===== config.mk =====
export PLATFORM = sky130hd
export DESIGN_NAME = drive_config_params
export DESIGN_NICKNAME = d
export VERILOG_FILES = /design/src/verilog/drive_config_params.v
export VERILOG_INCLUDE_DIRS = /design/src /design/src/verilog
export SDC_FILE = /design/constraint.sdc
export NUM_CORES = 1
export LEC_CHECK = 0
export ABC_AREA = 0
export BUFFER_PORTS_ARGS = -buffer_cell sky130_fd_sc_hd__buf_2
export CAP_MARGIN = 20
export CORE_ASPECT_RATIO = 0.5
export CORE_MARGIN = 4
export CORE_UTILIZATION = 45
export CTS_CLUSTER_DIAMETER = 40
export DETAILED_ROUTE_END_ITERATION = 8
export HOLD_SLACK_MARGIN = 0.05
export MAX_ROUTING_LAYER = met4
export PLACE_DENSITY = 0.7
export SLEW_MARGIN = 20
export SYNTH_ARGS = -nofsm -noshare
export SYNTH_HDL_FRONTEND = slang
export SYNTH_SLANG_ARGS = --single-unit
export TNS_END_PERCENT = 1

===== constraint.sdc =====
create_clock -name i_core_clk -period 6.1 [get_ports i_core_clk]
set_input_delay 1.525 -clock i_core_clk [delete_from_list [all_inputs] [get_ports i_core_clk]]
set_output_delay 1.525 -clock i_core_clk [all_outputs]
set_load 0.005 [all_outputs]

===== src/verilog/drive_cfg_defines.vh =====
/*
  Constants for the drive configuration parameter bank: parameter
  identifiers, encodings, reset values and access levels.
  Assumes it is included by its bare name from the design file.
*/
`ifndef DRIVE_CFG_DEFINES_VH
`define DRIVE_CFG_DEFINES_VH

// Parameter identifiers are {menu, parameter}, both as binary numbers.
`define ID_MODE        16'h0b1f
`define ID_SEC         16'h0b2c
`define ID_FW          16'h0b1d
`define ID_TRIP        16'h0a25
`define ID_RELOAD      16'h0b14
`define ID_THERM       16'h040f
`define ID_SER_FIRST   16'h0b17
`define ID_SER_LAST    16'h0b1b
`define ID_M0_MODE     16'h0030
`define ID_M0_SEC      16'h0031
`define ID_M0_FW       16'h0032
`define ID_M0_TRIP     16'h0033
`define ID_M0_RELOAD   16'h0034
`define ID_M0_THERM    16'h0035
`define ID_UNLOCK_LO   8'h00

// Decoded parameter selects.
`define SEL_NONE       4'h0
`define SEL_UNLOCK     4'h1
`define SEL_MODE       4'h2
`define SEL_SEC        4'h3
`define SEL_FW         4'h4
`define SEL_TRIP       4'h5
`define SEL_RELOAD     4'h6
`define SEL_THERM      4'h7
`define SEL_SER        4'h8

// Operating modes and unlock codes (1253 and 1254).
`define MODE_OPEN_LOOP 2'h1
`define MODE_IND_VEC   2'h2
`define MODE_MAG_VEC   2'h3
`define UNLOCK_EU      16'h04e5
`define UNLOCK_US      16'h04e6

// Security levels.
`define SEC_MENU0      3'h0
`define SEC_ALL        3'h1
`define SEC_RO_MENU0   3'h2
`define SEC_RO_ALL     3'h3
`define SEC_STATUS     3'h4
`define SEC_NO_ACCESS  3'h5

// Trip-action bit positions and reset values.
`define TA_STOP        0
`define TA_NO_BR_OVL   1
`define TA_NO_PH_STOP  2
`define TA_NO_BR_THERM 3
`define TA_NO_FREEZE   4
`define TRIP_RST       5'h00
`define THERM_RST      16'h037a
`define SER_ADDR_RST   8'h01
`define SER_RST        8'h00
`define SRC_COMMS      1'h1

`endif


===== src/verilog/drive_config_params.v =====
/*
  Configuration and status parameter bank of a motor drive: mode select
  with unlock, keypad and comms security, firmware version, trip actions,
  staged serial settings and the motor thermal time constant.
  Assumes one access port shared by keypad and comms logic on the same
  clock, and drive pins that are asynchronous and get synchronised here.
*/
`timescale 1ns/1ps
`include "drive_cfg_defines.vh"

module drive_config_params #(
    parameter [31:0] FW_VERSION = 32'h0000_0001  // Arbitrary value.
) (
    // Clock, reset, enable.
    input  wire        i_core_clk,
    input  wire        i_rst,
    input  wire        i_ce,
    // Parameter access port.
    input  wire        i_acc_req,
    input  wire        i_acc_src,
    input  wire        i_acc_wr,
    input  wire [15:0] i_acc_id,
    input  wire [31:0] i_acc_wdata,
    output reg         o_acc_ack,
    output reg         o_acc_refused,
    output reg  [31:0] o_acc_rdata,
    // Drive pins.
    input  wire        i_drive_reset,
    input  wire        i_minor_trip,
    input  wire        i_brake_overload,
    input  wire        i_phase_loss,
    input  wire        i_brake_therm_open,
    input  wire        i_size_3to5,
    input  wire        i_running,
    input  wire        i_trip_clear,
    // Mode and defaults.
    output reg  [1:0]  o_mode,
    output reg         o_load_defaults,
    output reg         o_nv_save,
    // Keypad view state.
    output reg         o_keypad_status_only,
    // Trip handling.
    output reg         o_stop_req,
    output reg         o_minor_trip,
    output reg         o_brake_ovl_det_en,
    output reg         o_phase_stop,
    output reg         o_phase_trip,
    output reg         o_brake_therm_trip,
    output reg         o_monitor_freeze,
    // Thermal model.
    output reg  [15:0] o_therm_const,
    output reg         o_therm_prot_en,
    // Active serial settings.
    output wire [7:0]  o_serial_addr,
    output wire [7:0]  o_serial_mode,
    output wire [7:0]  o_serial_baud,
    output wire [7:0]  o_serial_tx_delay,
    output wire [7:0]  o_serial_silent
);

    // Maps a parameter identifier, menu zero aliases included, to a select.
    function [3:0] decode;
        input [15:0] id;
        begin
            if (id[7:0] == `ID_UNLOCK_LO)
                decode = `SEL_UNLOCK;
            else if (id == `ID_MODE || id == `ID_M0_MODE)
                decode = `SEL_MODE;
            else if (id == `ID_SEC || id == `ID_M0_SEC)
                decode = `SEL_SEC;
            else if (id == `ID_FW || id == `ID_M0_FW)
                decode = `SEL_FW;
            else if (id == `ID_TRIP || id == `ID_M0_TRIP)
                decode = `SEL_TRIP;
            else if (id == `ID_RELOAD || id == `ID_M0_RELOAD)
                decode = `SEL_RELOAD;
            else if (id == `ID_THERM || id == `ID_M0_THERM)
                decode = `SEL_THERM;
            else if (id >= `ID_SER_FIRST && id <= `ID_SER_LAST)
                decode = `SEL_SER;
            else
                decode = `SEL_NONE;
        end
    endfunction

    // Access permission by security level, source and menu.
    function permit;
        input [2:0] lvl;
        input       comms;
        input       wr;
        input       menu0;
        input       is_sec;
        begin
            if (comms)
                permit = (lvl != `SEC_NO_ACCESS);
            // Only the level write is exempt; a status-only keypad views nothing.
            else if (is_sec && wr)
                permit = 1'b1;
            else begin
                case (lvl)
                    `SEC_MENU0:    permit = wr | menu0;
                    `SEC_ALL:      permit = 1'b1;
                    `SEC_RO_MENU0: permit = ~wr & menu0;
                    `SEC_RO_ALL:   permit = ~wr;
                    default:       permit = 1'b0;
                endcase
            end
        end
    endfunction

    // Pin synchroniser; stage one feeds stage two only.
    wire [7:0] pins = {i_trip_clear, i_running, i_size_3to5, i_brake_therm_open,
                       i_phase_loss, i_brake_overload, i_minor_trip, i_drive_reset};
    reg  [7:0] sync1;
    reg  [7:0] sync2;
    reg        drst_prev;
    always @(posedge i_core_clk or posedge i_rst) begin
        if (i_rst) begin
            sync1     <= 8'h00;
            sync2     <= 8'h00;
            drst_prev <= 1'b0;
        end else if (i_ce) begin
            sync1     <= pins;
            sync2     <= sync1;
            drst_prev <= sync2[0];
        end
    end

    wire s_drst     = sync2[0];
    wire s_minor    = sync2[1];
    wire s_br_ovl   = sync2[2];
    wire s_phase    = sync2[3];
    wire s_th_open  = sync2[4];
    wire s_size35   = sync2[5];
    wire s_running  = sync2[6];
    wire s_clear    = sync2[7];

    // Parameter storage.
    reg [15:0] unlock;
    reg [1:0]  mode_sel;
    reg [2:0]  sec;
    reg [4:0]  trip_act;
    reg        reload;
    reg [7:0]  ser_stage [0:4];
    reg [7:0]  ser_active [0:4];
    reg        phase_pend;
    reg        minor_pend;
    reg        tripped;

    // Access decode and validation.
    wire [3:0] sel    = decode(i_acc_id);
    wire [15:0] ser_off = i_acc_id - `ID_SER_FIRST;
    wire [2:0]  ser_ix  = ser_off[2:0];
    wire       ok     = (sel != `SEL_NONE) &
                        permit(sec, i_acc_src == `SRC_COMMS, i_acc_wr,
                               i_acc_id[15:8] == 8'h00, sel == `SEL_SEC);
    wire       unlocked = (unlock == `UNLOCK_EU) | (unlock == `UNLOCK_US);
    reg        wr_ok;
    reg [31:0] next_rdata;

    // Value checks on writes; the firmware version never takes one.
    always @* begin
        case (sel)
            `SEL_MODE: wr_ok = unlocked & (i_acc_wdata[31:2] == 30'h0) &
                               (i_acc_wdata[1:0] != 2'h0);
            `SEL_SEC:  wr_ok = i_acc_wdata <= {29'h0, `SEC_NO_ACCESS};
            `SEL_FW:   wr_ok = 1'b0;
            `SEL_NONE: wr_ok = 1'b0;
            default:   wr_ok = 1'b1;
        endcase
    end

    // Read mux, narrower parameters sit in the low bits.
    always @* begin
        case (sel)
            `SEL_UNLOCK: next_rdata = {16'h0, unlock};
            `SEL_MODE:   next_rdata = {30'h0, mode_sel};
            `SEL_SEC:    next_rdata = {29'h0, sec};
            `SEL_FW:     next_rdata = FW_VERSION;
            `SEL_TRIP:   next_rdata = {27'h0, trip_act};
            `SEL_RELOAD: next_rdata = {31'h0, reload};
            `SEL_THERM:  next_rdata = {16'h0, o_therm_const};
            `SEL_SER:    next_rdata = {24'h0, ser_stage[ser_ix]};
            default:     next_rdata = 32'h0;
        endcase
    end

    wire do_wr = i_acc_req & i_acc_wr & ok & wr_ok;

    // Access answer is registered one cycle after the request.
    always @(posedge i_core_clk or posedge i_rst) begin
        if (i_rst) begin
            o_acc_ack     <= 1'b0;
            o_acc_refused <= 1'b0;
            o_acc_rdata   <= 32'h0;
        end else if (i_ce) begin
            o_acc_ack     <= i_acc_req;
            o_acc_refused <= i_acc_req & ~(ok & (~i_acc_wr | wr_ok));
            o_acc_rdata   <= (i_acc_req & ok & ~i_acc_wr) ? next_rdata : 32'h0;
        end
    end

    // Parameter writes, mode application and serial reload.
    integer k;
    always @(posedge i_core_clk or posedge i_rst) begin
        if (i_rst) begin
            unlock          <= 16'h0;
            mode_sel        <= `MODE_OPEN_LOOP;
            o_mode          <= `MODE_OPEN_LOOP;
            sec             <= `SEC_MENU0;
            trip_act        <= `TRIP_RST;
            reload          <= 1'b0;
            o_therm_const   <= `THERM_RST;
            o_load_defaults <= 1'b0;
            o_nv_save       <= 1'b0;
            for (k = 0; k < 5; k = k + 1) begin
                ser_stage[k]  <= (k == 0) ? `SER_ADDR_RST : `SER_RST;
                ser_active[k] <= (k == 0) ? `SER_ADDR_RST : `SER_RST;
            end
        end else if (i_ce) begin
            o_load_defaults <= 1'b0;
            o_nv_save       <= 1'b0;
            if (do_wr) begin
                case (sel)
                    `SEL_UNLOCK: unlock <= i_acc_wdata[15:0];
                    `SEL_MODE:   mode_sel <= i_acc_wdata[1:0];
                    `SEL_SEC:    sec <= i_acc_wdata[2:0];
                    `SEL_TRIP:   trip_act <= i_acc_wdata[4:0];
                    `SEL_THERM:  o_therm_const <= i_acc_wdata[15:0];
                    `SEL_SER:    ser_stage[ser_ix] <= i_acc_wdata[7:0];
                    default:     ;
                endcase
            end
            // A new request wins over the self-clear in the same cycle.
            if (do_wr && sel == `SEL_RELOAD && i_acc_wdata[0]) begin
                reload <= 1'b1;
            end else if (reload) begin
                for (k = 0; k < 5; k = k + 1)
                    ser_active[k] <= ser_stage[k];
                reload <= 1'b0;
            end
            // Only a changed mode reloads defaults, so plain resets are cheap.
            if (s_drst && !drst_prev && mode_sel != o_mode) begin
                o_mode          <= mode_sel;
                o_load_defaults <= 1'b1;
                o_nv_save       <= 1'b1;
            end
        end
    end

    assign o_serial_addr     = ser_active[0];
    assign o_serial_mode     = ser_active[1];
    assign o_serial_baud     = ser_active[2];
    assign o_serial_tx_delay = ser_active[3];
    assign o_serial_silent   = ser_active[4];

    wire next_tripped = o_minor_trip | o_phase_trip | o_brake_therm_trip;

    // Trip actions; deferred trips wait for the drive to come to rest.
    always @(posedge i_core_clk or posedge i_rst) begin
        if (i_rst) begin
            o_stop_req           <= 1'b0;
            o_minor_trip         <= 1'b0;
            o_brake_ovl_det_en   <= 1'b1;
            o_phase_stop         <= 1'b0;
            o_phase_trip         <= 1'b0;
            o_brake_therm_trip   <= 1'b0;
            o_monitor_freeze     <= 1'b0;
            o_therm_prot_en      <= 1'b1;
            o_keypad_status_only <= 1'b0;
            phase_pend           <= 1'b0;
            minor_pend           <= 1'b0;
            tripped              <= 1'b0;
        end else if (i_ce) begin
            minor_pend <= trip_act[`TA_STOP] & (minor_pend | s_minor) & s_running;
            o_stop_req <= trip_act[`TA_STOP] & (minor_pend | s_minor) & s_running;
            o_minor_trip <= s_minor & (~trip_act[`TA_STOP] | ~s_running);
            o_brake_ovl_det_en <= ~trip_act[`TA_NO_BR_OVL];
            o_phase_stop <= s_phase & ~trip_act[`TA_NO_PH_STOP];
            phase_pend   <= trip_act[`TA_NO_PH_STOP] & (phase_pend | s_phase) & s_running;
            o_phase_trip <= trip_act[`TA_NO_PH_STOP] & (phase_pend | s_phase)
                            & ~s_running;
            o_brake_therm_trip <= s_size35 & s_th_open
                                  & ~trip_act[`TA_NO_BR_THERM];
            // A new trip wins over a clear arriving in the same cycle.
            tripped <= next_tripped | (tripped & ~s_clear);
            o_monitor_freeze <= (next_tripped | (tripped & ~s_clear))
                                & ~trip_act[`TA_NO_FREEZE];
            o_therm_prot_en <= (o_therm_const != 16'h0);
            o_keypad_status_only <= (sec >= `SEC_STATUS);
        end
    end

endmodule // drive_config_params

==> flow_summary.ini, run 1 <==
[run_status]
status = complete, no violations

[final_layout]
stdcell_area_um2 = 9590
layout.cells.most_common = dfrtp_1
drive_above_1_share = 0.446
n_antenna_cell = 0
nets = 849
layout_common_cells = 157 x dfrtp_1, 147 x buf_2, 138 x mux2_2, 21 x nor4_1, 19 x nand2_1
syn_to_final_growth_pct = 18.8

[synth]
synth_area_leaders = dfrtp_1 49%, mux2_2 19%, dfstp_2 4.2%
yosysSeqAreaShare = 0.529
mappedNetlistArea_um2 = 8070
synth-edff-count = 0
syn_avg_cell_area_um2 = 12.5
synthArstFlopShare = 1.00
synthFlopType = dfrtp_1
postSynthCellCount = 644
ys_ff_latch = 170
synth_cell_type_count = 73
synth_warnings = 0
synth_top_area_frac = 0.487
synth_top_area_cell = dfrtp_1

[clock_tree]
cts_setup_buffers = 0
clock_latency_ns = 0.44
ctsLongestPathBuffers = 2
ctsResizeCount = 0
clock_sinks = 170
hold_buffers = 0
clkSlewWorstSetupHoldPaths_ns = 0.06
cts_buffers = 17
root_buffer = clkbuf_16
htree_num_levels = 4
cts_tree = done

[place]
dpl.hpwl_um = 14600
dpl-instance-area_um2 = 8990
finalWeightedCongestion = 0.901
io_buffers = 147

[worst_setup_path]
path_max_fanout = 8
cp-start-kind = input port
r2r_cells = 6
criticalPathCategory = input port to flip-flop
r2r-start = sec[2]
rrSetupSlack_ns = 3.56
required_ns = 6.41
path_common_cell = and4_1
path_cells = buf_2 > or4b_2 > a2111oi_0 > a311oi_1 > and4_1 > a2111oi_4 > and4_1 > mux2_2
r2r_end = ser_stage[26]
arrival_ns = 5.19
critPathMaxStageDelay_ns = 0.78
endpoint_kind = flip-flop
slowest_stage = or4b_2

[timing]
final_hold_viol_count = 0
final.period_utilization = 0.800
tightest_slew_ns = 1.01
fmax_ghz = 0.205
holdWs_ns = 0.438
rsz0062_at_grt = no
slew_violations = 0
finalSetupTns_ns = 0
finalSetupViolCount = 0
fin_worst_skew_ns = 0.0141
layout_min_cycle_time_ns = 4.88
relSlewSlack = 0.330

[drt]
totalWireLength_um = 20900
drtIter0Drc = 460
vias = 5841
ant_nets = 0
drc = 0
drt_pass1_iterations = 7
routed_via_density = 5.67
wire_per_inst_um = 20.3

[global_routing]
grt_pass1_vias = 5636
grt_remaining_overflow = 0
grt_max_degree = 171
track_usage = 0.212
grt_first_pass_wirelength_um = 32100
grt_antenna_before_repair = 0

[floorplanning]
die_h_um = 103
die_x_um = 197
fp.coreArea_um2 = 17500
die-area_um2 = 20300
initial_utilization = 0.462
rows = 34
io_pins = 165

[power_and_ir_drop]
power.density_nw_per_um2 = 251
ir_worst_vdd_mv = 0.240
p_leak_nw = 4.72

[worst_hold_path]
hp-start = trip_act[1]
holdPathStages = 1
holdPathEnd = o_brake_ovl_det_en
hold_class = flip-flop to flip-flop

[flow_run]
drv_cap = 0
-- routing by layer --
layer / routed length [µm] / part of all wire / track usage
met1: 10100 / 0.48 / 0.297
met2: 9640 / 0.46 / 0.317
met3: 908 / 0.043 / 0.0437
met4: 288 / 0.014 / 0.0570
met5: 0 / 0 / -
-- state kept, by name, indices dropped and copies added (netlist names), 2 cells and up --
| signal | count |
|---|---|
| mode_sel | 2 |
| sec | 3 |
| unlock | 16 |
| o_serial_mode | 8 |
| o_serial_tx_delay | 8 |
| o_mode | 2 |
| o_serial_baud | 8 |
| o_serial_silent | 8 |
| o_serial_addr | 8 |
| sync2 | 7 |
| o_therm_const | 16 |
| sync1 | 7 |
| trip_act | 5 |
| ser_stage | 40 |
| o_acc_rdata | 16 |
-- cell families (layout without fill, tap and decap cells) --
| logic type | Yosys count | count (layout) | synth area share |
|---|---|---|---|
| XOR/XNOR | 5 | 5 | 0.00543 |
| multiplexers | 146 | 146 | 0.202 |
| other | 1 | 16 | 0.000465 |
| buffers and inverters | 64 | 201 | 0.0401 |
| adder cells (fa/ha/maj) | 4 | 4 | 0.00620 |
| AO/OA/AOI/OAI | 125 | 125 | 0.118 |
| AND/OR/NAND/NOR | 129 | 129 | 0.0983 |
| flip-flops | 170 | 170 | 0.529 |
-- layout make-up --
type	instances	area, µm²
Clock buffer	17	425
Multi-Input combinational cell	425	3550
Sequential cell	170	4270
Clock inverter	15	179
Tap cell	234	293
Timing Repair Buffer	158	831
Inverter	11	45.0
Fill cell	1475	7890
-- cells in the mapped netlist (all sizes together) (6+ instances only) --
cell type and number:
and2 6, a22oi 17, a31oi 6, inv 11, mux2 138, nor2b 6, o21ai 19, o2bb2ai 13
mux2i 8, a22o 11, nor2 13, a21oi 12, nand2 20, buf 28, nand4 12, dfstp 13
nand3 10, clkbuf 25, nor4 21, dfrtp 157
-- metrics by stage --
stage / total power [mW] / utilization / cells / worst slack [ns]
floorplan: 1.27 / - / 659 / 1.42
global placement: 1.33 / 0.514 / 998 / 0.925
detailed placement: 1.33 / 0.514 / 998 / 0.874
CTS: 2.43 / 0.549 / 1030 / 1.30
global route: 2.50 / 0.549 / 1030 / 1.11
finish: 2.41 / 0.549 / 1030 / 1.22
-- worst max path at each step --
stage,start,to,cells past startpoint
detailed placement,i_acc_id[10],ser_stage[26],8
global route,i_acc_id[10],ser_stage[10],8
floorplan,i_acc_id[15],o_therm_const[7],11
finish,i_acc_id[10],ser_stage[26],8
global placement,i_acc_id[10],ser_stage[29],8
CTS,i_acc_id[10],ser_stage[14],8
-- power by group --
group | switching, mW | leakage (nW) | total [mW] | internal (mW)
Combinational | 0.0988 | 2.15 | 0.152 | 0.0529
Clock | 0.511 | 0.285 | 1.10 | 0.585
Sequential | 0.0118 | 2.28 | 1.16 | 1.15
-- critical path, delay by kind of cell --
family | cells | cell delay, ns
AO/OA/AOI/OAI | 3 | 1.53
multiplexers | 1 | 0.39
AND/OR/NAND/NOR | 3 | 1.62
buffers and inverters | 1 | 0.13
Power figures use the tool's default switching activity.
==> run 2: changes to the inputs <==
clock period = 4.05 ns   (was 6.1 ns; I/O delays follow)
==> run 2 against run 1 <==
  * Cell count grew 4.7%
  * Register-to-register slack lost 1.9 ns
  * Die area is the same
  * Clock power grew 45%
  * Critical endpoint is now ser_stage[28]
  * Largest power group unchanged
==> flow_summary.ini, run 2 (synthesis results as in run 1) <==
[clock_tree]
clkSlewWorstSetupHoldPaths_ns = 0.06
ctsResizeCount = 0
root_buffer = clkbuf_16
htree_num_levels = 4
clock_latency_ns = 0.43
clock_sinks = 170
cts_buffers = 17
ctsLongestPathBuffers = 2
cts_setup_buffers = 0
hold_buffers = 0
cts_tree = done

[final_layout]
layout_common_cells = 157 x dfrtp_1, 147 x buf_2, 138 x mux2_2, 52 x buf_4, 21 x nor4_1
syn_to_final_growth_pct = 23.8
n_antenna_cell = 0
multiInputGateArea_um2 = 3550
drive_above_1_share = 0.475
nets = 897
largest_register = ser_stage
fin_util = 0.572
regArea_um2 = 4270
filler_cell_count = 1455
layout.cells.most_common = dfrtp_1
largest_reg_flops = 40

[drt]
wire_per_inst_um = 19.8
vias = 6081
drt_pass1_iterations = 5
ant_nets = 0
drtIter0Drc = 403
totalWireLength_um = 21300
drc = 0
routed_via_density = 5.64

[global_routing]
grt_first_pass_wirelength_um = 33600
track_usage = 0.219
grt_remaining_overflow = 0
grt_antenna_before_repair = 0
grt_max_degree = 50
grt_pass1_vias = 6177

[place]
dpl.hpwl_um = 15700
io_buffers = 147
finalWeightedCongestion = 0.912

[worst_setup_path]
endpoint_kind = flip-flop
arrival_ns = 4.05
criticalPathCategory = input port to flip-flop
path_max_fanout = 6
required_ns = 4.36
r2r-start = sec[0]
r2r_end = ser_stage[17]
r2r_cells = 10
rrSetupSlack_ns = 1.70
cp-start-kind = input port

[worst_hold_path]
holdPathEnd = o_brake_ovl_det_en
holdPathStages = 1
hold_class = flip-flop to flip-flop
hp-start = trip_act[1]

[timing]
relSlewSlack = 0.380
rsz0062_at_grt = no
final_hold_viol_count = 0
tightest_slew_ns = 0.928
fin_worst_skew_ns = 0.0102
fmax_ghz = 0.267
slew_violations = 0
finalSetupViolCount = 0
holdWs_ns = 0.449
finalSetupTns_ns = 0
final.period_utilization = 0.923
layout_min_cycle_time_ns = 3.74

[power_and_ir_drop]
p_int_mw = 2.71
pwr-share-comb = 0.069
p_sw_uw = 878
seqPwrFrac = 0.488
ir_worst_vdd_mv = 0.375
p_leak_nw = 4.97
p_clk_frac = 0.443
swShare = 0.245
power.density_nw_per_um2 = 359
power_mw = 3.58

[floorplanning]
die_x_um = 197
fp.coreArea_um2 = 17500
io_pins = 165
die-area_um2 = 20300
die_h_um = 103
initial_utilization = 0.462
rows = 34

[flow_run]
drv_cap = 0

[run_status]
status = complete, no violations
[run 2: cell types whose count changed in the layout (fill, tap and decap cells not counted)]
cell / change
buf_12: +6
buf_4: +42
clkbuf_1: +2
clkbuf_8: +1
clkinv_2: +1
clkinv_8: -3
clkinvlp_4: -2
inv_6: +1
[run 2: layout make-up]
class | count | area share
inverters | 11 | 0.00451
clock buffers | 20 | 0.0447
well taps | 234 | 0.0293
multi-input cells | 425 | 0.355
flip-flops and latches | 170 | 0.427
clock inverters | 12 | 0.0129
repair buffers | 206 | 0.127
[run 2: per-layer routing]
metal | track usage | vias to the layer above | wire length [µm]
met2 | 0.341 | 143 | 9970
met4 | 0.0548 | 0 | 260
met3 | 0.0418 | 20 | 832
li1 | - | 2812 | -
met5 | - | - | 0
met1 | 0.301 | 3106 | 10300
[run 2: power by group through the flow]
stage               logic [mW]  registers (mW)  clock network, mW
floorplan                0.139            1.78                  0
global placement         0.242            1.78                  0
detailed placement       0.247            1.78                  0
CTS                      0.249            1.75               1.62
global route             0.275            1.75               1.70
finish                   0.246            1.75               1.59
[run 2: metrics by stage]
| stage | cells | worst slack [ns] | cell area [µm²] |
|---|---|---|---|
| 2_1_floorplan | 659 | -0.117 | 8130 |
| 3_5_place_dp | 1046 | -0.126 | 9420 |
| 6_report | 1078 | 0.312 | 10000 |
| 5_1_grt | 1078 | 0.148 | 10000 |
| 4_1_cts | 1078 | 0.324 | 10000 |
| 3_3_place_gp | 1046 | -0.0970 | 9420 |
[run 2: critical path, stage by stage]
cell and delay, ns:
buf_2 0.10, or4b_2 0.74, a2111oi_0 0.40, buf_4 0.20, a311oi_1 0.06, and4_1 0.25, a2111oi_4 0.35, buf_4 0.21
and4_1 0.22, buf_4 0.16, mux2_2 0.33
[run 2: worst max path at each step]
stage,startpoint,endpoint,cells after the start
after floorplan,i_acc_id[15],o_therm_const[7],11
after global placement,i_acc_id[10],ser_stage[12],11
after detailed placement,i_acc_id[10],ser_stage[10],11
after CTS,i_acc_id[10],ser_stage[10],11
after global routing,i_acc_id[10],ser_stage[24],11
final,i_acc_id[10],ser_stage[28],11
==> run 3: changes to the inputs <==
--- a/config.mk
+++ b/config.mk
@@ -17,5 +17,5 @@
 export HOLD_SLACK_MARGIN = 0.05
 export MAX_ROUTING_LAYER = met4
-export PLACE_DENSITY = 0.7
+export PLACE_DENSITY = 0.74
 export SLEW_MARGIN = 20
 export SYNTH_ARGS = -nofsm -noshare
==> constraint.sdc (replaced) <==
create_clock -name i_core_clk -period 4.05 [get_ports i_core_clk]
set_input_delay 1.215 -clock i_core_clk [delete_from_list [all_inputs] [get_ports i_core_clk]]
set_output_delay 1.215 -clock i_core_clk [all_outputs]
set_load 0.005 [all_outputs]
==> run 3 against run 2 <==
  * Critical path depth shrank 1
  * Die area is the same
  * Sequential power is essentially flat
  * Critical endpoint unchanged
  * Highest routed layer unchanged
  * Global-route usage grew 0.37 points
  * Clock skew grew 0.0018 ns
  * Fmax shrank 6.4%
  * Design area grew 1.5%
  * Core utilization grew 0.83 points
  * Largest cell class unchanged
==> flow_summary.ini, run 3 (synthesis results as in run 1) <==
[global_routing]
grt_first_pass_wirelength_um = 34100
grt_antenna_before_repair = 0
grt_max_degree = 93
grt_pass1_vias = 6240
track_usage = 0.223
grt_remaining_overflow = 0

[worst_setup_path]
critPathMaxStageDelay_ns = 0.62
criticalPathCategory = input port to flip-flop
path_cells = buf_2 > or4_1 > or4_1 > and3_1 > and4_1 > a2111oi_4 > buf_6 > and4_1 > buf_4 > mux2_2
cp_num_buf_inv = 3
critPathTopFamily = simple AND/OR/NAND/NOR gates
slowest_stage = or4_1
endpoint_kind = flip-flop
path_max_fanout = 7
required_ns = 4.36
rrSetupSlack_ns = 1.78
cp-start-kind = input port
arrival_ns = 4.30

[final_layout]
stdcell_area_um2 = 10100
layout_common_cells = 157 x dfrtp_1, 147 x buf_2, 138 x mux2_2, 69 x buf_4, 21 x nor4_1
layout.cells.most_common = dfrtp_1
filler_cell_count = 1482
largest_reg_flops = 40
fin_util = 0.580
nets = 914
regArea_um2 = 4270
finalNonFillerCells = 1095
largest_register = ser_stage
syn_to_final_growth_pct = 25.6
n_antenna_cell = 0
drive_above_1_share = 0.487
multiInputGateArea_um2 = 3550

[clock_tree]
clock_sinks = 170
clkSlewWorstSetupHoldPaths_ns = 0.06
htree_num_levels = 4
cts_buffers = 17
cts_tree = done
root_buffer = clkbuf_16
cts_setup_buffers = 0
ctsLongestPathBuffers = 2
clock_latency_ns = 0.43

[floorplanning]
io_pins = 165
rows = 34
fp.coreArea_um2 = 17500
die-area_um2 = 20300
initial_utilization = 0.462
die_h_um = 103
die_x_um = 197

[timing]
rsz0062_at_grt = yes
fin_worst_skew_ns = 0.0120
slew_violations = 0
final.period_utilization = 0.986
relSlewSlack = 0.505
tightest_slew_ns = 0.724
finalSetupViolCount = 0
final_hold_viol_count = 0
fmax_ghz = 0.250
layout_min_cycle_time_ns = 3.99

[worst_hold_path]
hold_class = flip-flop to flip-flop

[drt]
totalWireLength_um = 21700
routed_via_density = 5.67
drc = 0
wire_per_inst_um = 19.8
drtIter0Drc = 420
ant_nets = 0
drt_pass1_iterations = 7
vias = 6204

[power_and_ir_drop]
power_mw = 3.64
ir_worst_vdd_mv = 0.310
power.density_nw_per_um2 = 359
p_leak_nw = 5.07

[run_status]
status = complete, no violations

[place]
dp.cells = 1063
dpl-instance-area_um2 = 9540
dpl.hpwl_um = 16000
finalWeightedCongestion = 0.879
io_buffers = 147

[flow_run]
drv_cap = 0
run 3: per-stage QoR:
stage	setup TNS (ns)	hold slack, ns	setup WS (ns)
floorplan	-21.73	0.409	-0.320
global placement	-31.19	0.426	-0.352
detailed placement	-31.84	0.446	-0.364
CTS	0	0.452	0.0873
global route	-0.0318	0.466	-0.00781
finish	0	0.448	0.0563
run 3: path summary, 6_finish.rpt:
check                           cells past startpoint                  to         start
worst max-delay path                               10       ser_stage[28]  i_acc_id[15]
worst max register to register                     10           unlock[2]        sec[0]
min in group asynchronous                           2  o_serial_silent[3]         i_rst
worst min register to register                      1  o_brake_ovl_det_en   trip_act[1]
worst min-delay path                                1  o_brake_ovl_det_en   trip_act[1]
max in group asynchronous                           3       ser_stage[12]         i_rst
run 3: report_power, final:
part / switching [mW] / internal (mW) / leakage, nW
registers: 0.0177 / 1.73 / 2.28
clock network: 0.705 / 0.941 / 0.297
logic: 0.155 / 0.0955 / 2.49
total: 0.878 / 2.77 / 5.07
run 3: worst register-to-register path, cell delays in order (launching register included):
cell       delay (ns)
dfrtp_1          0.43
a311o_1          0.31
a21o_1           0.21
a31oi_1          0.15
buf_4            0.15
a2111oi_4        0.04
buf_6            0.18
buf_4            0.13
nand2_2          0.07
buf_12           0.15
mux2_2           0.35
run 3: cell type report:
type,instances,area share
clock inverter,13,0.0157
tap,234,0.0289
clock buffer,19,0.0437
multi-input combinational,425,0.350
inverter,11,0.00444
timing repair buffer,223,0.137
sequential,170,0.421
run 3: metal layers:
metal / vias up / track usage / share of wire
li1: 2825 / - / -
met1: 3151 / 0.305 / 0.46
met2: 186 / 0.339 / 0.47
met3: 42 / 0.0421 / 0.047
met4: 0 / 0.0729 / 0.021
met5: - / - / 0
run 3: what timing repair did:
item                                    CTS  global route
endpoints found under the setup margin    0            11
hold buffers                              0             0
resized for setup                         0             2
